--- src/general_timer_map.svh ---
// Register offsets, field positions, reset values and timing counts
`ifndef GENERAL_TIMER_MAP_SVH
`define GENERAL_TIMER_MAP_SVH

// Register word indices (byte address = 4 * index)
`define IDX_ACCUM_FLAGS 4'h0
`define IDX_ACCUM_COUNT 4'h1
`define IDX_PORT_VALUE 4'h2
`define IDX_PORT_DIR 4'h3
`define IDX_ACCUM_CTRL 4'h4
`define IDX_SYS_CTRL_ONE 4'h5
`define IDX_SYS_CTRL_TWO 4'h6
`define IDX_CHAN_FUNC 4'h7
`define IDX_CHAN_FLAGS 4'h8
`define IDX_CHAN_IRQ_EN 4'h9
`define IDX_CAPTURE_EDGE 4'hA
`define IDX_MAIN_COUNT 4'hB
`define IDX_CAPTURE_BASE 4'hC

// Accumulator flag fields
`define ACC_OVF_BIT 1
`define ACC_IN_BIT 0

// Accumulator control fields
`define ACC_ENABLE_BIT 6
`define ACC_MODE_BIT 5
`define ACC_EDGE_BIT 4
`define ACC_OVF_IE_BIT 1
`define ACC_IN_IE_BIT 0
`define ACC_CTRL_MASK 8'h73

// System control one fields
`define SCR1_TIMER_EN_BIT 7
`define SCR1_FFCA_BIT 4
`define SCR1_MASK 8'h90

// Reset values
`define ACC_CTRL_RST 8'h00
`define SCR1_RST 8'h00
`define SCR2_RST 3'h0
`define PORT_DIR_RST 4'h0
`define PORT_LATCH_RST 4'h0
`define COUNT_RST 16'h0000

// Timing counts in module clocks
`define PRESC_DIV1_SEL 3'h0
`define PRESC16_LAST 4'hF
`define DIV64_LAST 6'h3F
`define COUNT_MAX 16'hFFFF

`endif

--- src/general_timer_pkg.sv ---
// Types shared by the general timer block
package general_timer_pkg;

  typedef enum logic [0:0] {
    BUS_IDLE = 1'b0,
    BUS_READ = 1'b1
  } bus_state_t;

  typedef struct packed {
    logic [3:0] level;
    logic [3:0] oe;
  } port_drive_t;

  typedef struct packed {
    logic accum_ovf;
    logic accum_in;
    logic [3:0] channel;
  } irq_t;

endpackage

--- src/general_timer.sv ---
// General timer: pulse accumulator, port pins, prescaler, input capture
//
// The address map and the AHB-Lite interface to the registers were left to the implementer.
`timescale 1ns/1ps
`default_nettype none
`include "general_timer_map.svh"

module general_timer (
  // Clock and reset
  input wire logic hclk,
  input wire logic hresetn,
  // AHB-Lite slave
  input wire logic hsel,
  input wire logic [31:0] haddr,
  input wire logic [1:0] htrans,
  input wire logic hwrite,
  input wire logic [2:0] hsize,
  input wire logic [31:0] hwdata,
  input wire logic hready,
  output logic hreadyout,
  output logic [31:0] hrdata,
  output logic hresp,
  // Timer port pins
  input wire logic [3:0] pin_in,
  input wire logic [3:0] compare_level,
  output var general_timer_pkg::port_drive_t pin_drive,
  // Interrupt requests
  output var general_timer_pkg::irq_t irq
);
  import general_timer_pkg::*;

  // Bit 4 marks an address outside the map
  function automatic logic [4:0] reg_idx(input logic [31:0] a);
    reg_idx = {|a[31:6], a[5:2]};
  endfunction

  bus_state_t state_ff;
  logic hreadyout_ff;
  logic [31:0] hrdata_ff;
  logic [4:0] rd_idx_ff;
  logic [4:0] wr_idx_ff;
  logic wr_ff;
  logic [31:0] rd_mux;
  logic addr_ok;
  logic [4:0] addr_idx;
  logic [7:0] acc_ctrl_ff;
  logic [7:0] scr1_ff;
  logic [2:0] scr2_ff;
  logic [3:0] chan_func_ff;
  logic [3:0] chan_ie_ff;
  logic [7:0] cap_edge_ff;
  logic [3:0] dir_ff;
  logic [3:0] latch_ff;
  logic [15:0] count_ff;
  logic [1:0] acc_flags_ff;
  logic [1:0] nxt_acc_flags;
  logic [3:0] chan_flags_ff;
  logic [3:0] nxt_chan_flags;
  logic [15:0] main_cnt_ff;
  logic [3:0] psc_ff;
  logic [5:0] div64_ff;
  logic [15:0] cap_ff [4];
  logic [3:0] sync0_ff;
  logic [3:0] sync1_ff;
  logic [3:0] sync2_ff;
  logic [3:0] lvl_ff;
  logic [3:0] prev_ff;
  logic [3:0] rise;
  logic [3:0] fall;
  logic [3:0] cap_evt;
  logic timer_en;
  logic presc_tick;
  logic div64_tick;
  logic acc_en;
  logic acc_edge;
  logic acc_active_edge;
  logic acc_gate;
  logic acc_inc;
  logic acc_ovf_evt;
  logic acc_in_evt;
  logic count_wr;
  logic fast_clear;

  assign hreadyout = hreadyout_ff;
  assign hrdata = hrdata_ff;
  assign hresp = 1'b0;

  assign addr_idx = reg_idx(haddr);
  assign addr_ok = hsel & hready & htrans[1];
  assign timer_en = scr1_ff[`SCR1_TIMER_EN_BIT];

  // Reads take one wait state so a write just before is always seen
  always_ff @(posedge hclk or negedge hresetn) begin
    if (!hresetn) begin
      state_ff <= BUS_IDLE;
      hreadyout_ff <= 1'b1;
      rd_idx_ff <= 5'h00;
    end else begin
      unique case (state_ff)
        BUS_IDLE: begin
          if (addr_ok && !hwrite) begin
            state_ff <= BUS_READ;
            hreadyout_ff <= 1'b0;
            rd_idx_ff <= addr_idx;
          end
        end
        BUS_READ: begin
          state_ff <= BUS_IDLE;
          hreadyout_ff <= 1'b1;
        end
      endcase
    end
  end

  always_ff @(posedge hclk or negedge hresetn) begin
    if (!hresetn) begin
      hrdata_ff <= 32'h0000_0000;
    end else if (state_ff == BUS_READ) begin
      hrdata_ff <= rd_mux;
    end
  end

  // Write data follows in the next cycle
  always_ff @(posedge hclk or negedge hresetn) begin
    if (!hresetn) begin
      wr_ff <= 1'b0;
      wr_idx_ff <= 5'h00;
    end else begin
      wr_ff <= addr_ok & hwrite;
      wr_idx_ff <= addr_idx;
    end
  end

  always_ff @(posedge hclk or negedge hresetn) begin
    if (!hresetn) begin
      acc_ctrl_ff <= `ACC_CTRL_RST;
      scr1_ff <= `SCR1_RST;
      scr2_ff <= `SCR2_RST;
      chan_func_ff <= 4'h0;
      chan_ie_ff <= 4'h0;
      cap_edge_ff <= 8'h00;
    end else if (wr_ff) begin
      unique case (wr_idx_ff)
        {1'b0, `IDX_ACCUM_CTRL}: acc_ctrl_ff <= hwdata[7:0] & `ACC_CTRL_MASK;
        {1'b0, `IDX_SYS_CTRL_ONE}: scr1_ff <= hwdata[7:0] & `SCR1_MASK;
        {1'b0, `IDX_SYS_CTRL_TWO}: scr2_ff <= hwdata[2:0];
        {1'b0, `IDX_CHAN_FUNC}: chan_func_ff <= hwdata[3:0];
        {1'b0, `IDX_CHAN_IRQ_EN}: chan_ie_ff <= hwdata[3:0];
        {1'b0, `IDX_CAPTURE_EDGE}: cap_edge_ff <= hwdata[7:0];
        default: begin
        end
      endcase
    end
  end

  // Reset leaves every pin an input
  always_ff @(posedge hclk or negedge hresetn) begin
    if (!hresetn) begin
      dir_ff <= `PORT_DIR_RST;
    end else if (wr_ff && wr_idx_ff == {1'b0, `IDX_PORT_DIR}) begin
      dir_ff <= hwdata[3:0];
    end
  end

  // Data latched regardless of pin use
  always_ff @(posedge hclk or negedge hresetn) begin
    if (!hresetn) begin
      latch_ff <= `PORT_LATCH_RST;
    end else if (wr_ff && wr_idx_ff == {1'b0, `IDX_PORT_VALUE}) begin
      latch_ff <= hwdata[3:0];
    end
  end

  // Three stages; first stage feeds only the second
  always_ff @(posedge hclk or negedge hresetn) begin
    if (!hresetn) begin
      sync0_ff <= 4'h0;
      sync1_ff <= 4'h0;
      sync2_ff <= 4'h0;
      prev_ff <= 4'h0;
    end else begin
      sync0_ff <= pin_in;
      sync1_ff <= sync0_ff;
      sync2_ff <= sync1_ff;
      prev_ff <= lvl_ff;
    end
  end

  genvar gi;
  generate
    for (gi = 0; gi < 4; gi++) begin : g_pin
      // Level accepted once two samples agree
      always_ff @(posedge hclk or negedge hresetn) begin
        if (!hresetn) begin
          lvl_ff[gi] <= 1'b0;
        end else if (sync1_ff[gi] == sync2_ff[gi]) begin
          lvl_ff[gi] <= sync2_ff[gi];
        end
      end

      assign rise[gi] = lvl_ff[gi] & ~prev_ff[gi];
      assign fall[gi] = ~lvl_ff[gi] & prev_ff[gi];

      // Capture only on input-capture, input-direction pins
      assign cap_evt[gi] = timer_en & ~chan_func_ff[gi] & ~dir_ff[gi] &
        ((cap_edge_ff[2*gi] & rise[gi]) | (cap_edge_ff[2*gi+1] & fall[gi]));

      always_ff @(posedge hclk or negedge hresetn) begin
        if (!hresetn) begin
          cap_ff[gi] <= 16'h0000;
        end else if (cap_evt[gi]) begin
          cap_ff[gi] <= main_cnt_ff;
        end
      end
    end
  endgenerate

  // Select zero divides by one, any other by sixteen
  assign presc_tick = (scr2_ff == `PRESC_DIV1_SEL) | (psc_ff == `PRESC16_LAST);
  assign div64_tick = timer_en & (div64_ff == `DIV64_LAST);

  always_ff @(posedge hclk or negedge hresetn) begin
    if (!hresetn) begin
      psc_ff <= 4'h0;
      div64_ff <= 6'h00;
    end else if (timer_en) begin
      psc_ff <= psc_ff + 4'h1;
      div64_ff <= div64_ff + 6'h01;
    end
  end

  always_ff @(posedge hclk or negedge hresetn) begin
    if (!hresetn) begin
      main_cnt_ff <= 16'h0000;
    end else if (timer_en && presc_tick) begin
      main_cnt_ff <= main_cnt_ff + 16'h0001;
    end
  end

  // Accumulator input shares pin 3
  assign acc_en = acc_ctrl_ff[`ACC_ENABLE_BIT];
  assign acc_edge = acc_ctrl_ff[`ACC_EDGE_BIT];
  assign acc_active_edge = acc_edge ? rise[3] : fall[3];
  assign acc_gate = acc_edge ? ~lvl_ff[3] : lvl_ff[3];
  // Mode picks events or gated time
  assign acc_inc = acc_en & (acc_ctrl_ff[`ACC_MODE_BIT] ? (acc_gate & div64_tick) :
    acc_active_edge);
  // Trailing gate edge equals the selected edge
  assign acc_in_evt = acc_en & acc_active_edge;
  assign count_wr = wr_ff && wr_idx_ff == {1'b0, `IDX_ACCUM_COUNT};
  assign acc_ovf_evt = acc_inc & ~count_wr & (count_ff == `COUNT_MAX);
  // With fast clear set, any count access clears both accumulator flags
  assign fast_clear = scr1_ff[`SCR1_FFCA_BIT] & addr_ok &
    (addr_idx == {1'b0, `IDX_ACCUM_COUNT});

  // Counts synchronised events or gated divide-by-64 ticks; software load wins
  always_ff @(posedge hclk or negedge hresetn) begin
    if (!hresetn) begin
      count_ff <= `COUNT_RST;
    end else if (count_wr) begin
      count_ff <= hwdata[15:0];
    end else if (acc_inc) begin
      count_ff <= count_ff + 16'h0001;
    end
  end

  // Write-one-to-clear; a new event beats the clear
  always_comb begin
    nxt_acc_flags = acc_flags_ff;
    if (wr_ff && wr_idx_ff == {1'b0, `IDX_ACCUM_FLAGS}) begin
      nxt_acc_flags = nxt_acc_flags & ~hwdata[1:0];
    end
    if (fast_clear) begin
      nxt_acc_flags = 2'b00;
    end
    nxt_acc_flags[`ACC_OVF_BIT] = nxt_acc_flags[`ACC_OVF_BIT] | acc_ovf_evt;
    nxt_acc_flags[`ACC_IN_BIT] = nxt_acc_flags[`ACC_IN_BIT] | acc_in_evt;
  end

  always_ff @(posedge hclk or negedge hresetn) begin
    if (!hresetn) begin
      acc_flags_ff <= 2'b00;
    end else begin
      acc_flags_ff <= nxt_acc_flags;
    end
  end

  // Capture sets flag; write one clears, set wins
  always_comb begin
    nxt_chan_flags = chan_flags_ff;
    if (wr_ff && wr_idx_ff == {1'b0, `IDX_CHAN_FLAGS}) begin
      nxt_chan_flags = nxt_chan_flags & ~hwdata[3:0];
    end
    nxt_chan_flags = nxt_chan_flags | cap_evt;
  end

  always_ff @(posedge hclk or negedge hresetn) begin
    if (!hresetn) begin
      chan_flags_ff <= 4'h0;
    end else begin
      chan_flags_ff <= nxt_chan_flags;
    end
  end

  // Requests are level, one cycle behind their flag
  always_ff @(posedge hclk or negedge hresetn) begin
    if (!hresetn) begin
      irq <= '0;
    end else begin
      irq.accum_ovf <= acc_flags_ff[`ACC_OVF_BIT] & acc_ctrl_ff[`ACC_OVF_IE_BIT];
      irq.accum_in <= acc_flags_ff[`ACC_IN_BIT] & acc_ctrl_ff[`ACC_IN_IE_BIT];
      irq.channel <= chan_flags_ff & chan_ie_ff;
    end
  end

  // Timer-output pins follow compare logic, not the latch
  always_ff @(posedge hclk or negedge hresetn) begin
    if (!hresetn) begin
      pin_drive <= '0;
    end else begin
      for (int i = 0; i < 4; i++) begin
        if (timer_en && chan_func_ff[i]) begin
          pin_drive.oe[i] <= 1'b1;
          pin_drive.level[i] <= compare_level[i];
        end else begin
          // Latch drives only when direction is output
          pin_drive.oe[i] <= dir_ff[i];
          pin_drive.level[i] <= latch_ff[i];
        end
      end
    end
  end

  // Read mux; unmapped and reserved read as zero
  always_comb begin
    rd_mux = 32'h0000_0000;
    unique case (rd_idx_ff)
      {1'b0, `IDX_ACCUM_FLAGS}: rd_mux[1:0] = acc_flags_ff;
      {1'b0, `IDX_ACCUM_COUNT}: rd_mux[15:0] = count_ff;
      // Inputs read pin level, outputs the latch
      {1'b0, `IDX_PORT_VALUE}: rd_mux[3:0] = (dir_ff & latch_ff) | (~dir_ff & lvl_ff);
      {1'b0, `IDX_PORT_DIR}: rd_mux[3:0] = dir_ff;
      {1'b0, `IDX_ACCUM_CTRL}: rd_mux[7:0] = acc_ctrl_ff;
      {1'b0, `IDX_SYS_CTRL_ONE}: rd_mux[7:0] = scr1_ff;
      {1'b0, `IDX_SYS_CTRL_TWO}: rd_mux[2:0] = scr2_ff;
      {1'b0, `IDX_CHAN_FUNC}: rd_mux[3:0] = chan_func_ff;
      {1'b0, `IDX_CHAN_FLAGS}: rd_mux[3:0] = chan_flags_ff;
      {1'b0, `IDX_CHAN_IRQ_EN}: rd_mux[3:0] = chan_ie_ff;
      {1'b0, `IDX_CAPTURE_EDGE}: rd_mux[7:0] = cap_edge_ff;
      {1'b0, `IDX_MAIN_COUNT}: rd_mux[15:0] = main_cnt_ff;
      5'h0C: rd_mux[15:0] = cap_ff[0];
      5'h0D: rd_mux[15:0] = cap_ff[1];
      5'h0E: rd_mux[15:0] = cap_ff[2];
      5'h0F: rd_mux[15:0] = cap_ff[3];
      default: rd_mux = 32'h0000_0000;
    endcase
  end

endmodule // general_timer
`default_nettype wire

--- config.mk ---
export PLATFORM = sky130hd
export DESIGN_NAME = general_timer
export DESIGN_NICKNAME = d
export VERILOG_FILES = /design/src/general_timer_pkg.sv /design/src/general_timer.sv
export VERILOG_INCLUDE_DIRS = /design/src /design/src/src
export SDC_FILE = /design/constraint.sdc
export NUM_CORES = 1
export LEC_CHECK = 0
export BUFFER_PORTS_ARGS = -buffer_cell sky130_fd_sc_hd__buf_4
export CAP_MARGIN = 20
export CORE_MARGIN = 3
export CORE_UTILIZATION = 45
export DETAILED_ROUTE_END_ITERATION = 10
export GPL_ROUTABILITY_DRIVEN = 1
export GPL_TIMING_DRIVEN = 0
export PLACE_DENSITY = 0.65
export SYNTH_ARGS = -nofsm -noshare
export SYNTH_HDL_FRONTEND = slang
export SYNTH_SLANG_ARGS = --single-unit
--- constraint.sdc ---
create_clock -name hclk -period 4.35 [get_ports hclk]
set_input_delay 0.2175 -clock hclk [delete_from_list [all_inputs] [get_ports hclk]]
set_output_delay 0.2175 -clock hclk [all_outputs]
set_load 0.01 [all_outputs]
==> impl_metrics.yaml <==
worst_hold_path:
  hold_class: "primary input to flop"
global_routing:
  gr-usage-met2_pct: 36.0
  grt_usage_pct: 22.2
  antenna_found_initial: 0
  grt_max_degree: 109
  grt_pass1_wl_mm: 39.2
  grtUsageMet3_pct: 3.86
  grt_pass1_vias: 6845
  grt_remaining_overflow: 0
  top_usage_layer: "met2"
  grtUsageMet1_pct: 31.7
synth:
  yosysSeqAreaShare_pct: 55.1
  synth_cell_types: 68
  yosys.area_share.xor_xnor_pct: 3.23
  synthTopCellsByCount: "dfrtp_1, mux2_2, nand2_1, nor2_1, a22oi_1"
  syn_area_per_cell_um2: 12.1
  synth.most_common_cell: "dfrtp_1"
  synth_cells: 788
  synth_edf_count: 0
  synth_compound_area_share_pct: 10.5
  synth_top_family_by_area: "multiplexers"
  netlist_area_um2: 9500
  ys_ff_latch: 209
  yosysWarnings: 0
  synth_top_area_share_pct: 54.8
  yosysTopAreaCell: "dfrtp_1"
  synthAdderAreaFrac_pct: 1.05
  async_flop_share_pct: 100
  ys.flop_type: "dfrtp_1"
  synth_area_leaders: "dfrtp_1, mux2_2, a22oi_1"
  synth_mux_area_share_pct: 14.3
  yosys.area_share.simple_pct: 11.7
clock_tree:
  cts-root-buf: "clkbuf_16"
  clock_path_buffers: 3
  cts_tree: "built"
  post_cts_resize_count: 0
  cts_buffers: 23
  clock_sinks: 209
  cts_htree_levels: 1
  clkSlewWorstSetupHoldPaths_ns: 0.06
  insertion_delay_ns: 0.51
timing:
  finalMaxSlewViolations: 0
  min_period_over_period_pct: 58.8
  period_minus_slack_ns: 2.56
  rsz0062_at_grt: "no"
  hold_viol_final: 0
  worst_slew_pin_slew_ns: 1.10
  fmax_mhz: 391
  fin_setup_tns_ns: 0
  skew_ns: 0.0128
  setup_viol: 0
  relSlewSlack_pct: 25.8
routing:
  first_pass_iters: 5
  drt_iter0_drc: 606
  viasPerCell: 5.63
  postRouteAntennaNets: 0
  finalWirelength_mm: 25.2
  vias: 6929
  drc: 0
  wire_per_inst_um: 20.5
die:
  die_width_um: 151
  ios: 130
  die_height_um: 151
  start_util_pct: 46.4
  die-area_um2: 22900
  coreArea_um2: 20500
  row_count: 52
job:
  cap_violations: 0
cells_and_area:
  antennaDiodeCount: 0
  nets: 1031
  multi_input_area_um2: 3940
  syn_to_final_growth_pct: 22.0
  finalNonFillerCells: 1230
  drive_above_1_share_pct: 29.1
  ff_latch_area_um2: 5230
  nFillCells: 1738
critical_path:
  startpoint_type: "flop"
  critPathArrivalTime_ns: 2.95
  worstPathMaxFanout: 10
  crit_required_ns: 4.74
  criticalPathCategory: "flop to flop"
  crit_path_end_kind: "flop"
place:
  port_buffers: 88
  dp_hpwl_mm: 17.4
  place.gp.congestion: 0.894
  dp.cells: 1163
pwr:
  cellPowerDensity_nw_per_um2: 447
  total_power_w: 0.00518
  ir_worst_vdd_mv: 0.319
  p_leak_nw: 5.19
outcome:
  outcome: "finished, final reports clean"
==> registers in the layout (all words and copies together), names as in the netlist, 5 cells and up <==
signal	count
irq	6
cap_ff	64
main_cnt_ff	16
rd_idx_ff	5
cap_edge_ff	8
acc_ctrl_ff	5
count_ff	16
wr_idx_ff	5
div64_ff	6
hrdata	16
pin_drive	8
==> path summary, 6_finish.rpt <==
| kind | depth (start not counted) | slack (ns) | to | from |
|---|---|---|---|---|
| min in group asynchronous | 2 | 0.33 | pin_drive[7] | hresetn |
| min reg2reg | 0 | 0.34 | sync1_ff[1] | sync0_ff[1] |
| max reg2reg | 5 | 1.79 | cap_ff[58] | scr1_ff[7] |
| max in group asynchronous | 3 | 3.02 | main_cnt_ff[9] | hresetn |
| min | 5 | 0.03 | wr_idx_ff[4] | haddr[31] |
| max | 5 | 1.79 | cap_ff[58] | scr1_ff[7] |
==> cell families after synthesis <==
group | count (synthesis)
adders and majority gates | 9
other | 1
and+or+nand+nor | 210
DFF | 209
xor gates and xnor gates | 35
buffers and inverters | 73
muxes | 120
AOI/OAI and AO/OA | 131
==> report_power, final <==
group | switching, W | internal [W]
registers | 0.000216 | 0.00218
logic | 0.000457 | 0.000409
clock network | 0.000781 | 0.00113
total | 0.00145 | 0.00372
==> routing by layer <==
metal	vias up	part of all wire, %	routed length, um
met3	34	6.8	1720
met4	0	2.0	503
li1	3173	-	-
met1	3492	45	11300
met5	-	0	0
met2	230	46	11600
==> final cells by class <==
type                            instances  share of cell area (%)
Buffer                                 65                    3.11
Timing Repair Buffer                  116                    8.31
Multi-Input combinational cell        522                    34.0
Clock inverter                          8                   0.874
Sequential cell                       209                    45.1
Tap cell                              270                    2.91
Clock buffer                           32                    5.43
Inverter                                8                   0.259
==> per-stage QoR <==
step / cell area [um2] / worst slack [ns] / hold WS, ns / utilization (%)
after floorplan: 9560 / 2.43 / -0.0781 / -
after global routing: 11600 / 1.67 / 0.0292 / 56.6
after CTS: 11600 / 1.81 / 0.0274 / 56.5
final: 11600 / 1.79 / 0.0348 / 56.6
after detailed placement: 10600 / 1.82 / 0.311 / 51.7
after global placement: 10600 / 1.54 / 0.327 / 51.5
==> layout by cell type (no fill, tap or decap), types with 8 or more instances in the layout <==
cell type and n:
dfrtp_1 208, mux2_2 113, buf_4 105, nand2_1 47
nor2_1 44, clkbuf_1 33, a22oi_1 31, dlygate4sd3_1 26
clkbuf_16 23, and3_1 20, xor2_1 19, nand3_1 17
conb_1 17, xnor2_1 16, nand4_1 15, a21oi_1 14
and2_1 13, a31oi_1 10, nor3_1 8, a41oi_1 8
==> worst max-delay path: stages (launching register included) <==
cell and delay, ns:
dfrtp_1 0.38, buf_2 0.31, and3_1 0.20, clkbuf_1 0.44, buf_1 0.68, mux2_2 0.42
==> repair_timing <==
action                                 4_1_cts  5_1_grt
endpoints found under the hold margin      136        0
hold buffers                                26        0
buffers inserted                             0        0
No activity file was read; power rests on OpenSTA's default activity.
